### src/pkg/urp_pkg.sv
// Constants and types for the serial receiver with parity
package urp_pkg;
  // Register offsets
  localparam logic [2:0] ADR_STATUS = 3'h0;
  localparam logic [2:0] ADR_CONTROL = 3'h1;
  localparam logic [2:0] ADR_FORMAT = 3'h2;
  localparam logic [2:0] ADR_BAUD_LO = 3'h3;
  localparam logic [2:0] ADR_BAUD_HI = 3'h4;
  localparam logic [2:0] ADR_DATA = 3'h5;
  // status_reg_a fields
  localparam int ST_RXC = 7;
  localparam int ST_TXE = 5;
  localparam int ST_FE = 4;
  localparam int ST_DOR = 3;
  localparam int ST_UPE = 2;
  localparam int ST_U2X = 1;
  // control_reg_b fields
  localparam int CB_RXCIE = 7;
  localparam int CB_RXEN = 4;
  localparam int CB_TX_ENABLE_BIT = 3;
  localparam int CB_SIZE2 = 2;
  localparam int CB_RX9 = 1;
  localparam int CB_TX9 = 0;
  // format_reg_c fields
  localparam int FC_SYNC = 6;
  localparam int FC_PON = 5;
  localparam int FC_PODD = 4;
  localparam int FC_USBS = 3;
  localparam int FC_SIZE_LO = 1;
  // Reset values and codes
  localparam logic [2:0] SIZE_RST = 3'h3;
  localparam logic [2:0] SIZE_NINE = 3'h7;
  localparam logic [11:0] BAUD_RST = 12'h000;
  // Oversampling figures: normal, double speed
  localparam logic [4:0] OS_NORM = 5'h10;
  localparam logic [4:0] OS_DBL = 5'h08;
  localparam logic [4:0] VOTE_NORM = 5'h08;
  localparam logic [4:0] VOTE_DBL = 5'h04;

  typedef enum logic [2:0] {
    RX_IDLE = 3'b000,
    RX_START = 3'b001,
    RX_DATA = 3'b010,
    RX_PAR = 3'b011,
    RX_STOP = 3'b100
  } urp_rx_t;

  // One receive buffer entry
  typedef struct packed {
    logic nine;
    logic fe;
    logic dor;
    logic upe;
    logic [7:0] data;
  } urp_entry_t;

  // Register port request
  typedef struct packed {
    logic [2:0] addr;
    logic [7:0] wdata;
    logic wr;
    logic rd;
  } urp_bus_t;
endpackage : urp_pkg

### src/verilog/urp_usart_rx.sv
// Serial receiver with two-entry buffer, parity and transmit framing
//
// Overview of operation
// - Parity bit sent between data and stop
// - Tx disable waits for shifter and buffer
// - Disabled transmitter releases serial output pin
// - Rx enable takes over serial input pin
// - Sync mode samples on transfer clock pin
// - Valid start bit begins frame shifting
// - Only first stop bit is examined
// - Stop bit moves frame into buffer
// - Unused upper data bits read zero
// - Ninth bit, flags stored per entry
// - Complete flag set while buffer nonempty
// - Rx disable flushes the buffer
// - Interrupt follows complete flag when enabled
// - Error flags travel with their character
// - Error flags ignore writes, no interrupts
// - Frame error is inverted first stop
// - Overrun on full buffer, waiting frame plus new start
// - Parity error reads zero when disabled
// - Checker compares computed and received parity
// - Parity error stored only if enabled
// - Rx disable abandons current frame at once
// - Disabled receiver releases serial input pin
// - Sixteen or eight samples per bit
// - Start accepted by majority of middle samples
// - Each bit by three-sample majority vote
//
// Our own choices: strobed register access and the register addresses.
`timescale 1ns/10ps
`default_nettype none
module urp_usart_rx #(
  parameter int BAUD_W = 12
) (
  // Clock and reset
  input wire logic i_clock,
  input wire logic i_arst_n,
  // Register port
  input wire urp_pkg::urp_bus_t i_bus,
  output logic [7:0] o_rdata,
  // Serial pins
  input wire logic i_serial_in_pin,
  input wire logic i_transfer_clock_pin,
  output logic o_serial_out_pin,
  output logic o_serial_out_pin_oe,
  output logic o_serial_in_take,
  // Receive complete interrupt
  output logic o_rx_complete_irq
);
  // Rate fields below are fixed at twelve bits
  if (BAUD_W != 12)
  begin : g_baud_w_check
    $error("BAUD_W must be 12");
  end

  typedef struct packed {
    logic [11:0] baud;
    logic [11:0] bcnt;
    logic u2x;
    logic rxcie;
    logic rxen;
    logic tx_enable_bit;
    logic [2:0] size;
    logic tx9;
    logic sync;
    logic pon;
    logic podd;
    logic usbs;
    logic xck_prev;
    logic rx_prev;
    urp_pkg::urp_rx_t rst;
    logic [4:0] rsamp;
    logic [2:0] votes;
    logic [3:0] rbits;
    logic [8:0] rsh;
    logic rpar;
    logic pend_v;
    urp_pkg::urp_entry_t pend;
    logic dor_pend;
    urp_pkg::urp_entry_t [1:0] buff;
    logic rd_ptr;
    logic [1:0] cnt;
    logic tbuf_v;
    logic [8:0] tbuf;
    logic tbusy;
    logic [12:0] tsh;
    logic [3:0] tleft;
    logic [4:0] tsamp;
    logic txd;
    logic toe;
    logic [7:0] rdata;
    logic irq;
    logic take;
  } urp_state_t;

  urp_state_t s_q;
  urp_state_t s_d;

  function automatic logic maj3(input logic [2:0] v);
    maj3 = (v[0] & v[1]) | (v[0] & v[2]) | (v[1] & v[2]);
  endfunction : maj3

  function automatic logic [3:0] nbits(input logic [2:0] sz);
    nbits = (sz == urp_pkg::SIZE_NINE) ? 4'h9 : (4'h5 + {2'h0, sz[1:0]});
  endfunction : nbits

  // Even parity is XOR of the used bits, odd its inverse
  function automatic logic par(input logic [8:0] d, input logic odd);
    par = (^d) ^ odd;
  endfunction : par

  // Transmit frame, LSB first: start, data, optional parity, stops
  function automatic logic [12:0] txframe(input logic [8:0] d, input logic [3:0] n,
                                          input logic pon, input logic odd);
    logic [12:0] f;
    logic [8:0] m;
    f = 13'h1FFF;
    f[0] = 1'b0;
    m = d & ~(9'h1FF << n);
    for (int i = 0; i < 9; i++)
    begin
      if (i < n)
      begin
        f[1 + i] = m[i];
      end
    end
    if (pon)
    begin
      f[4'h1 + n] = par(m, odd);
    end
    txframe = f;
  endfunction : txframe

  logic tick;
  logic xck_rise;
  logic xck_fall;
  logic dec;
  logic adv;
  logic bitv;
  logic [4:0] ns;
  logic [4:0] os_n;
  logic [4:0] vote_f;
  logic [3:0] n;
  logic [8:0] rdat;
  logic [1:0] c;
  logic p;
  logic tbit;
  urp_pkg::urp_entry_t head;
  urp_pkg::urp_entry_t e;

  always_comb
  begin
    s_d = s_q;
    tick = (s_q.bcnt == 12'h000);
    xck_rise = ~s_q.xck_prev & i_transfer_clock_pin;
    xck_fall = s_q.xck_prev & ~i_transfer_clock_pin;
    os_n = s_q.u2x ? urp_pkg::OS_DBL : urp_pkg::OS_NORM;
    vote_f = s_q.u2x ? urp_pkg::VOTE_DBL : urp_pkg::VOTE_NORM;
    n = nbits(s_q.size);
    head = s_q.buff[s_q.rd_ptr];
    c = s_q.cnt;
    p = s_q.rd_ptr;
    e = '0;
    rdat = '0;
    ns = s_q.rsamp + 5'h01;
    dec = 1'b0;
    adv = 1'b0;
    bitv = 1'b0;
    tbit = 1'b0;
    s_d.bcnt = tick ? s_q.baud : (s_q.bcnt - 12'h001);
    s_d.xck_prev = i_transfer_clock_pin;
    s_d.rdata = 8'h00;

    // Register port
    if (i_bus.wr)
    begin
      if (i_bus.addr == urp_pkg::ADR_STATUS)
      begin
        s_d.u2x = i_bus.wdata[urp_pkg::ST_U2X];
      end
      else if (i_bus.addr == urp_pkg::ADR_CONTROL)
      begin
        s_d.rxcie = i_bus.wdata[urp_pkg::CB_RXCIE];
        s_d.rxen = i_bus.wdata[urp_pkg::CB_RXEN];
        s_d.tx_enable_bit = i_bus.wdata[urp_pkg::CB_TX_ENABLE_BIT];
        s_d.size[2] = i_bus.wdata[urp_pkg::CB_SIZE2];
        s_d.tx9 = i_bus.wdata[urp_pkg::CB_TX9];
      end
      else if (i_bus.addr == urp_pkg::ADR_FORMAT)
      begin
        s_d.sync = i_bus.wdata[urp_pkg::FC_SYNC];
        s_d.pon = i_bus.wdata[urp_pkg::FC_PON];
        s_d.podd = i_bus.wdata[urp_pkg::FC_PODD];
        s_d.usbs = i_bus.wdata[urp_pkg::FC_USBS];
        s_d.size[1:0] = i_bus.wdata[urp_pkg::FC_SIZE_LO +: 2];
      end
      else if (i_bus.addr == urp_pkg::ADR_BAUD_LO)
      begin
        s_d.baud[7:0] = i_bus.wdata;
      end
      else if (i_bus.addr == urp_pkg::ADR_BAUD_HI)
      begin
        s_d.baud[11:8] = i_bus.wdata[3:0];
      end
      else if (i_bus.addr == urp_pkg::ADR_DATA)
      begin
        if (s_q.tx_enable_bit && !s_q.tbuf_v)
        begin
          s_d.tbuf = {s_q.tx9, i_bus.wdata};
          s_d.tbuf_v = 1'b1;
        end
      end
    end
    if (i_bus.rd)
    begin
      if (i_bus.addr == urp_pkg::ADR_STATUS)
      begin
        s_d.rdata[urp_pkg::ST_RXC] = (s_q.cnt != 2'h0);
        s_d.rdata[urp_pkg::ST_TXE] = ~s_q.tbuf_v;
        s_d.rdata[urp_pkg::ST_FE] = (s_q.cnt != 2'h0) & head.fe;
        s_d.rdata[urp_pkg::ST_DOR] = (s_q.cnt != 2'h0) & head.dor;
        s_d.rdata[urp_pkg::ST_UPE] = (s_q.cnt != 2'h0) & head.upe & s_q.pon;
        s_d.rdata[urp_pkg::ST_U2X] = s_q.u2x;
      end
      else if (i_bus.addr == urp_pkg::ADR_CONTROL)
      begin
        s_d.rdata[urp_pkg::CB_RXCIE] = s_q.rxcie;
        s_d.rdata[urp_pkg::CB_RXEN] = s_q.rxen;
        s_d.rdata[urp_pkg::CB_TX_ENABLE_BIT] = s_q.tx_enable_bit;
        s_d.rdata[urp_pkg::CB_SIZE2] = s_q.size[2];
        s_d.rdata[urp_pkg::CB_RX9] = (s_q.cnt != 2'h0) & head.nine;
        s_d.rdata[urp_pkg::CB_TX9] = s_q.tx9;
      end
      else if (i_bus.addr == urp_pkg::ADR_FORMAT)
      begin
        s_d.rdata[urp_pkg::FC_SYNC] = s_q.sync;
        s_d.rdata[urp_pkg::FC_PON] = s_q.pon;
        s_d.rdata[urp_pkg::FC_PODD] = s_q.podd;
        s_d.rdata[urp_pkg::FC_USBS] = s_q.usbs;
        s_d.rdata[urp_pkg::FC_SIZE_LO +: 2] = s_q.size[1:0];
      end
      else if (i_bus.addr == urp_pkg::ADR_BAUD_LO)
      begin
        s_d.rdata = s_q.baud[7:0];
      end
      else if (i_bus.addr == urp_pkg::ADR_BAUD_HI)
      begin
        s_d.rdata = {4'h0, s_q.baud[11:8]};
      end
      else if (i_bus.addr == urp_pkg::ADR_DATA)
      begin
        // A data read advances the buffer; read status first
        if (s_q.cnt != 2'h0)
        begin
          s_d.rdata = head.data;
          p = ~s_q.rd_ptr;
          c = s_q.cnt - 2'h1;
        end
      end
    end

    // Receive sampling: baud tick oversampling or transfer clock edges
    if (s_q.sync)
    begin
      dec = xck_rise;
      adv = xck_rise;
      bitv = i_serial_in_pin;
    end
    else if (tick)
    begin
      s_d.rx_prev = i_serial_in_pin;
      s_d.rsamp = ns;
      if (ns >= vote_f && ns <= vote_f + 5'h02)
      begin
        s_d.votes = {s_q.votes[1:0], i_serial_in_pin};
      end
      dec = (ns == vote_f + 5'h02);
      adv = (ns == os_n);
      bitv = maj3({s_q.votes[1:0], i_serial_in_pin});
      if (adv)
      begin
        s_d.rsamp = 5'h00;
      end
    end

    // A waiting frame enters the buffer as soon as room opens
    if (s_q.pend_v && c != 2'h2)
    begin
      s_d.buff[p + c[0]] = s_q.pend;
      s_d.buff[p + c[0]].dor = s_q.dor_pend;
      s_d.dor_pend = 1'b0;
      s_d.pend_v = 1'b0;
      c = c + 2'h1;
    end

    case (s_q.rst)
      urp_pkg::RX_IDLE:
      begin
        if (s_q.sync ? (xck_rise && !i_serial_in_pin)
                     : (tick && s_q.rx_prev && !i_serial_in_pin))
        begin
          s_d.rst = s_q.sync ? urp_pkg::RX_DATA : urp_pkg::RX_START;
          s_d.rsamp = 5'h01;
          s_d.rbits = 4'h0;
          if (s_q.sync && c == 2'h2 && s_d.pend_v)
          begin
            s_d.dor_pend = 1'b1;
          end
        end
      end
      urp_pkg::RX_START:
      begin
        if (dec)
        begin
          if (bitv)
          begin
            s_d.rst = urp_pkg::RX_IDLE;
          end
          // A frame that moved up this cycle no longer waits
          else if (c == 2'h2 && s_d.pend_v)
          begin
            s_d.dor_pend = 1'b1;
          end
        end
        if (adv && s_d.rst == urp_pkg::RX_START)
        begin
          s_d.rst = urp_pkg::RX_DATA;
        end
      end
      urp_pkg::RX_DATA:
      begin
        if (dec)
        begin
          s_d.rsh = {bitv, s_q.rsh[8:1]};
        end
        if (adv)
        begin
          s_d.rbits = s_q.rbits + 4'h1;
          if (s_q.rbits == n - 4'h1)
          begin
            s_d.rst = s_q.pon ? urp_pkg::RX_PAR : urp_pkg::RX_STOP;
          end
        end
      end
      urp_pkg::RX_PAR:
      begin
        if (dec)
        begin
          s_d.rpar = bitv;
        end
        if (adv)
        begin
          s_d.rst = urp_pkg::RX_STOP;
        end
      end
      urp_pkg::RX_STOP:
      begin
        // Only the first stop is voted on; a second one looks idle
        if (dec)
        begin
          rdat = s_q.rsh >> (4'h9 - n);
          e.nine = (s_q.size == urp_pkg::SIZE_NINE) & rdat[8];
          e.data = rdat[7:0];
          e.fe = ~bitv;
          e.upe = s_q.pon & (par(rdat, s_q.podd) != s_q.rpar);
          s_d.rst = urp_pkg::RX_IDLE;
          if (c != 2'h2)
          begin
            e.dor = s_d.dor_pend;
            s_d.buff[p + c[0]] = e;
            s_d.dor_pend = 1'b0;
            c = c + 2'h1;
          end
          else if (!s_d.pend_v)
          begin
            s_d.pend = e;
            s_d.pend_v = 1'b1;
          end
        end
      end
      default:
      begin
        s_d.rst = urp_pkg::RX_IDLE;
      end
    endcase
    s_d.rd_ptr = p;
    s_d.cnt = c;

    // Receiver off: drop the frame in flight and all buffered data
    if (!s_q.rxen)
    begin
      s_d.rst = urp_pkg::RX_IDLE;
      s_d.rsamp = 5'h00;
      s_d.cnt = 2'h0;
      s_d.pend_v = 1'b0;
      s_d.dor_pend = 1'b0;
    end

    // Transmitter
    if (s_q.sync)
    begin
      tbit = xck_fall;
    end
    else if (tick)
    begin
      s_d.tsamp = s_q.tsamp + 5'h01;
      if (s_q.tsamp + 5'h01 == os_n)
      begin
        s_d.tsamp = 5'h00;
        tbit = 1'b1;
      end
    end
    if (s_q.tbusy && tbit)
    begin
      if (s_q.tleft == 4'h0)
      begin
        s_d.tbusy = 1'b0;
        s_d.txd = 1'b1;
      end
      else
      begin
        s_d.txd = s_q.tsh[0];
        s_d.tsh = {1'b1, s_q.tsh[12:1]};
        s_d.tleft = s_q.tleft - 4'h1;
      end
    end
    // Queued data is sent even after enable drops
    if (s_q.tbuf_v && !s_d.tbusy)
    begin
      s_d.tsh = txframe(s_q.tbuf, n, s_q.pon, s_q.podd) >> 1;
      s_d.txd = 1'b0;
      s_d.tleft = n + {3'h0, s_q.pon} + {3'h0, s_q.usbs} + 4'h1;
      s_d.tbusy = 1'b1;
      s_d.tbuf_v = 1'b0;
      s_d.tsamp = 5'h00;
    end
    s_d.toe = s_q.tx_enable_bit | s_d.tbusy | s_d.tbuf_v;
    s_d.take = s_q.rxen;
    s_d.irq = s_q.rxcie & (s_d.cnt != 2'h0);
  end

  always_ff @(posedge i_clock or negedge i_arst_n)
  begin
    if (!i_arst_n)
    begin
      s_q <= '0;
      s_q.baud <= urp_pkg::BAUD_RST;
      s_q.bcnt <= urp_pkg::BAUD_RST;
      s_q.size <= urp_pkg::SIZE_RST;
      s_q.rx_prev <= 1'b1;
      // Idle level of the transfer clock, so no false edge follows reset
      s_q.xck_prev <= 1'b1;
      s_q.rst <= urp_pkg::RX_IDLE;
      s_q.txd <= 1'b1;
    end
    else
    begin
      s_q <= s_d;
    end
  end

  assign o_rdata = s_q.rdata;
  assign o_serial_out_pin = s_q.txd;
  assign o_serial_out_pin_oe = s_q.toe;
  assign o_serial_in_take = s_q.take;
  assign o_rx_complete_irq = s_q.irq;
endmodule : urp_usart_rx
`default_nettype wire

### config.mk
export PLATFORM = sky130hd
export DESIGN_NAME = urp_usart_rx
export DESIGN_NICKNAME = d
export VERILOG_FILES = /design/src/pkg/urp_pkg.sv /design/src/verilog/urp_usart_rx.sv
export SDC_FILE = /design/constraint.sdc
export NUM_CORES = 1
export LEC_CHECK = 0
export ABC_AREA = 1
export BUFFER_PORTS_ARGS = -buffer_cell sky130_fd_sc_hd__buf_2
export CAP_MARGIN = 40
export CELL_PAD_IN_SITES_DETAIL_PLACEMENT = 1
export CELL_PAD_IN_SITES_GLOBAL_PLACEMENT = 1
export CORE_MARGIN = 2
export CORE_UTILIZATION = 42
export CTS_CLUSTER_SIZE = 12
export DETAILED_ROUTE_END_ITERATION = 10
export PLACE_DENSITY = 0.75
export SKIP_LAST_GASP = 1
export SYNTH_ARGS = -nofsm -noshare
export SYNTH_HDL_FRONTEND = slang
export SYNTH_SLANG_ARGS = --single-unit
### constraint.sdc
create_clock -name i_clock -period 2.9 [get_ports i_clock]
set_input_delay 0.29 -clock i_clock [delete_from_list [all_inputs] [get_ports i_clock]]
set_output_delay 0.29 -clock i_clock [all_outputs]
set_load 0.01 [all_outputs]
# ---- Yosys cells after proc, flatten, opt, wreduce, memory -nomap -nowiden
# Cells that the tools add are included.
dict set report op_classes {
  n_addsub 18
  magnitude_cmp 18
  eq_ne 28
  shifts 2
  muxes 138
  bitwise_logic 34
  n_reduce_logical 44
}
# cell n
set ops {}
lappend ops {{$mux 10} 9}
lappend ops {{$bwmux 24} 3}
lappend ops {{$mux 12} 6}
lappend ops {{$mux 8} 9}
lappend ops {{$mux 1} 55}
lappend ops {{$mux 25} 2}
lappend ops {{$mux 24} 2}
lappend ops {{$mux 5} 8}
lappend ops {{$mux 13} 3}
lappend ops {{$mux 38} 1}
lappend ops {{$demux 12 s1} 3}
lappend ops {{$mux 2} 15}
lappend ops {{$mux 3} 10}
lappend ops {{$mux 18} 1}
lappend ops {{$reduce_xor 9->1} 2}
lappend ops {{$mux 17} 1}
lappend ops {{$lt 3x4->1 const A} 4}
lappend ops {{$mux 4} 4}
lappend ops {{$eq 5x5->1} 3}
lappend ops {{$logic_and 1x1->1} 15}
lappend ops {{$ne 3x3->1 const B} 5}
lappend ops {{$pmux 3 s5} 1}
lappend ops {{$and 1x1->1} 13}
lappend ops {{$bwmux 13} 1}
lappend ops {{51 further kinds} 106}
dict set report totals {
  register_bits 148
  inputBits 17
}

# ---- Longest topological paths before layout
dict set report depth {
  depth_word 22
  ltp_mapped 22
  depth_no_buf 22
}

# ---- Worst setup path after synthesis
# No wires, ideal clock.
dict set report synth_path {
  kind {flip-flop to flip-flop}
  from {register s_q[118] in the netlist's numbering}
  to {register s_q[31] in the netlist's numbering}
  arrival_time_ps 3038
  path_slack_ps -255
  path_stages_with_launch 19
  cell_sequence {dfstp_2 clkbuf_1 inv_1 ha_1 clkbuf_1 nor2_1 inv_1 ha_1 nand2_1 xor2_1 nand3b_1 nand3b_1 nand2_1 nor2_1 nand2_1 nor2_1 o21ai_0 nand2_1 nand2_1}
}
dict set report synth_via {
  elab_chain_len 10
  elab_cells_between_ends 17
  classes_between {add/sub: 2; order compare: 2; eq/ne: 1; shift: 1; mux: 6; bitwise: 3; reduce/logical: 2}
}
# item line
set synth_rtl {}
lappend synth_rtl {{start: declaration} urp_usart_rx.sv:97} ;# urp_state_t s_q;
lappend synth_rtl {{$add 3x2->4 / $eq 3x3->1 (equally long branches)} urp_usart_rx.sv:105} ;# nbits = (sz == urp_pkg::SIZE_NINE) ? 4'h9 : (4'h5 + {2'h0, sz[1:0]});
lappend synth_rtl {{$mux 4 *} urp_usart_rx.sv:105}
lappend synth_rtl {{$add 1x4->4 / $shl 9x4->9 (equally long branches)} {urp_usart_rx.sv:130, urp_usart_rx.sv:120}}
lappend synth_rtl {{$lt 4x5->1 (not written as such) (tied with other cells)} urp_usart_rx.sv:130} ;# f[4'h1 + n] = par(m, odd);
lappend synth_rtl {{$logic_and 1x1->1 (not written as such) / $and 9x9->9 (equally long branches)} {urp_usart_rx.sv:130, urp_usart_rx.sv:120}}
lappend synth_rtl {{$mux 1 (not written as such) / $reduce_xor 9->1 (equally long branches)} {urp_usart_rx.sv:130, urp_usart_rx.sv:110}}
lappend synth_rtl {{$demux 1 s4 / $xor 1x1->1 (equally long branches)} {urp_usart_rx.sv:130, urp_usart_rx.sv:110}}
lappend synth_rtl {{$bwmux 13 *} urp_usart_rx.sv:130}
lappend synth_rtl {{$mux 13 *} urp_usart_rx.sv:128} ;# if (pon)
lappend synth_rtl {{$mux 24 *} urp_usart_rx.sv:429} ;# if (s_q.tbuf_v && !s_d.tbusy)
# Every way passes the cells marked *; elsewhere a longest branch is shown, timed or not.
# A chain may end at the register's enable or synchronous reset.

# ---- Worst setup path after layout
# Same ends and word-level chain as after synthesis.

==> metrics.md <==
| Metric | Value |
|---|---|
| Status | finished clean |
| Critical path arrival | 3.02 ns |
| Hold Path Origin | i_serial_in_pin |
| Util after Layout | 49.6% |
| Layout cell share with drive strength beyond 1 | 13.0% |
| Pleak | 5.06 nW |
| Final Hold Fails | 0 |
| Number of port buffers | 28 |
| Cell taking the most area after synthesis | dfrtp_1 |
| Clock Path Buffers | 2 |
| Ys flop type | dfrtp_1 |
| Placement-stage cell area | 0.00934 mm² |
| Area growth syn-to-layout | 16.1% |
| Largest net degree at the start of global routing | 72 |
| Via count | 7966 |
| Synth area leaders | dfrtp_1 (41%), nand2_1 (16%), o21ai_0 (7.2%) |
| Vias in the first global route | 8274 |
| WP buf/inv | 1 |
| FF+latch count, synth | 147 |
| Crit path max-delay family | simple AND/OR/NAND/NOR gates |
| Setup Viol. Count Final | 0 |
| Nets | 1261 |
| Critical Path Stages | 17 |
| Post-synth cell types | 50 |
| Post-synth top area share | 41.1% |
| Starting Density | 42.8% |
| Hpwl dp | 19900 µm |
| Max-slew headroom | 51.4% |
| Crit-path max cell delay | 0.57 ns |
| Clock buffer count from CTS | 17 |
| Simple-gate share of the synthesized area | 26.7% |
| Slowest CP cell | dfstp_2 |
| Crit path cell chain | ha_2 -> nand2_1 -> nand2_2 -> nor2_4 -> inv_2 -> ha_1 -> nand2_2 -> xor2_2 -> nand3b_1 -> nand3b_1 -> nand2_2 -> nor2_4 -> nand2_1 -> nor2_1 -> o21ai_0 -> nand2_1 -> nand2_1 |
| Number of synthesized flops with an enable pin | 0 |
| Met1 WL | 12500 µm |
| Io pins | 29 |
| Highest metal used | met5 |
| CP Launch Point | s_q[118] |
| Critical path class | reg2reg |
| First-pass GRT wire length | 43700 µm |
| Final WL | 26700 µm |
| Clock Latency Late Sink | 0.44 ns |
| Initial antenna violation count | 2 |
| Crit path top cell by count | nand2_1 |
| H-Tree Depth | 4 |
| Most numerous cell in the Yosys netlist | nand2_1 |
| Iter 0 DRT Violations | 473 |
| Tmin final | 2.70 ns |
| Root buf cell | clkbuf_16 |
| Clock Pin Slew Worst Setup and Hold Paths | 0.06 ns |
| Hold Crit Class | in2reg |
| Compound-gate portion of the synthesized area | 14.8% |
| Max cap viols | 0 |
| Post-synthesis cell area | 0.00865 mm² |
| RSZ-0062 raised after global routing | false |
| Rows | 52 |
| Met3 wire length | 772 µm |
| Post-synthesis xor/xnor area fraction | 2.73% |
| Total track usage | 25.6% |
| Asr flop ratio synth | 100% |
| Post-DRT Antenna Nets | 0 |
| Mux share of post-synthesis cell area | 0.231% |
| Sequential area share after synthesis | 42.6% |
| Number of remaining DRC errors | 0 |
| Met2 wire len | 12800 µm |
| Synthesis Warnings | 0 |
| DIE AREA | 0.0218 mm² |
| Highest net fanout along the worst path | 5 |
| Synth cell count leaders | nand2_1 (358), dfrtp_1 (142), inv_1 (134), o21ai_0 (124), nand3_1 (94) |
| CTS tree | done |
| Worst Hold Depth | 3 |
| Combinational family with the most area after synthesis | simple AND/OR/NAND/NOR gates |
| Avg Cell Area, Syn | 7.50 µm² |
| Syn nets | 1200 |
| Worst r2r src | s_q[118] |
| Via density | 5.31 |
| Synth Instances | 1154 |
| Drt wl/cell | 17.8 µm |
| Pre-antenna DRT Iters | 4 |
| Final Cycle Share | 93.2% |
| Post-Synth Adder-Cell Area | 4.28% |
| Post-Route Skew | 0.0125 ns |
| PwrDens | 683 mW/mm² |
| Chip Height | 148 µm |
| R2R cell count | 17 |
| CP required | 3.21 ns |
| Critical path startpoint category | register |
| Final RePlAce weighted congestion | 0.894 |
| Total grt overflow | 0 |
| Peak VDD IR | 0.368 mV |
| Critical Path End Type | register |
| Finished Layout Cells | 1499 |
| DIE WIDTH | 148 µm |
| Fmax | 370 MHz |
| Placed insts | 1463 |
| Design area | 0.0100 mm² |
| Core area | 0.0202 mm² |
| CTS sink cnt | 147 |
| Max-slew violation count | 0 |
| Worst Max-Slew Pin Slew | 0.729 ns |
## cell type report
cell class / count / area, µm²
antenna: 1 / 2.50
clock buffer: 22 / 444
clock inverter: 10 / 183
fill: 2572 / 10200
inverter: 139 / 523
multi-input combinational: 825 / 4270
sequential: 147 / 3680
tap: 270 / 338
timing repair buffer: 85 / 596
## flip-flops by register name, summed over array words and instances (netlist names)
signal and flops:
o_rx_complete_irq 1, s_q 134, o_serial_out_pin_oe 1, o_rdata 8
o_serial_in_take 1, s_d 1, o_serial_out_pin 1
## cell families after synthesis
kind of cell    after synthesis
simple gates                544
flops                       147
buf+inv                     182
mux                           2
compound gates              223
fa+ha+maj                    29
xor+xnor                     27
## power by group
group / leakage [nW] / internal [mW] / switching [mW]
Clock: 0.306 / 1.53 / 0.907
Sequential: 1.90 / 2.33 / 0.288
Combinational: 2.85 / 0.657 / 1.16
## per-layer routing
| layer | vias to the layer above | GRT usage [%] |
|---|---|---|
| li1 | 3878 | - |
| met1 | 3944 | 33.9 |
| met2 | 100 | 42.8 |
| met3 | 42 | 4.20 |
| met4 | 2 | 8.70 |
| met5 | - | 0 |
## repair_timing
action	in CTS	in global routing
resized for setup	2	18
pin swaps	0	1
endpoints found under the hold margin	67	0
endpoints found under the setup margin	3	14
hold buffers	2	0
setup buffers	0	1
## cells in the final DEF, fill, tap and decap left out, types with 5 or more instances in the layout
master / count
dfrtp_1: 142
nor3_1: 9
buf_4: 53
o2111ai_1: 11
xnor2_1: 15
ha_1: 26
inv_2: 7
nand4_1: 8
xor2_1: 11
nor2_4: 6
buf_2: 27
nand2_1: 355
o211ai_1: 13
nor2_1: 44
nand3_1: 93
bufinv_16: 5
a21oi_1: 23
clkbuf_1: 5
nand2_2: 10
o21ai_1: 24
dfstp_2: 5
o21ai_0: 119
or2_2: 5
inv_1: 131
a31oi_1: 7
nand3b_1: 5
clkbuf_16: 17
## final timing paths
| path | endpoint | slack [ns] |
|---|---|---|
| worst min-delay path | s_q[111] | 0.11 |
| worst max register to register | s_q[31] | 0.20 |
| worst max-delay path | s_q[31] | 0.20 |
| min in group asynchronous | o_rdata[6] | 0.47 |
| worst min register to register | s_q[125] | 0.49 |
| max in group asynchronous | s_q[111] | 1.55 |
## worst register-to-register path, stage by stage (launching register included)
cell and delay, ns:
dfstp_2 0.57, ha_2 0.22, nand2_1 0.10, nand2_2 0.12
nor2_4 0.04, inv_2 0.09, ha_1 0.20, nand2_2 0.09
xor2_2 0.15, nand3b_1 0.21, nand3b_1 0.12, nand2_2 0.11
nor2_4 0.13, nand2_1 0.10, nor2_1 0.10, o21ai_0 0.09
nand2_1 0.08, nand2_1 0.06
## metrics by stage
step	worst slack (ns)	power, mW	hold WS [ns]	TNS [ns]
3_5_place_dp	-0.0342	4.38	0.383	-0.0549
2_1_floorplan	0.0665	3.74	-0.00559	0
5_1_grt	0.0164	7.23	0.148	0
3_3_place_gp	0.161	4.31	0.366	0
4_1_cts	0.0231	6.85	0.106	0
6_report	0.198	6.86	0.114	0
(Power assumes the default switching activity.)
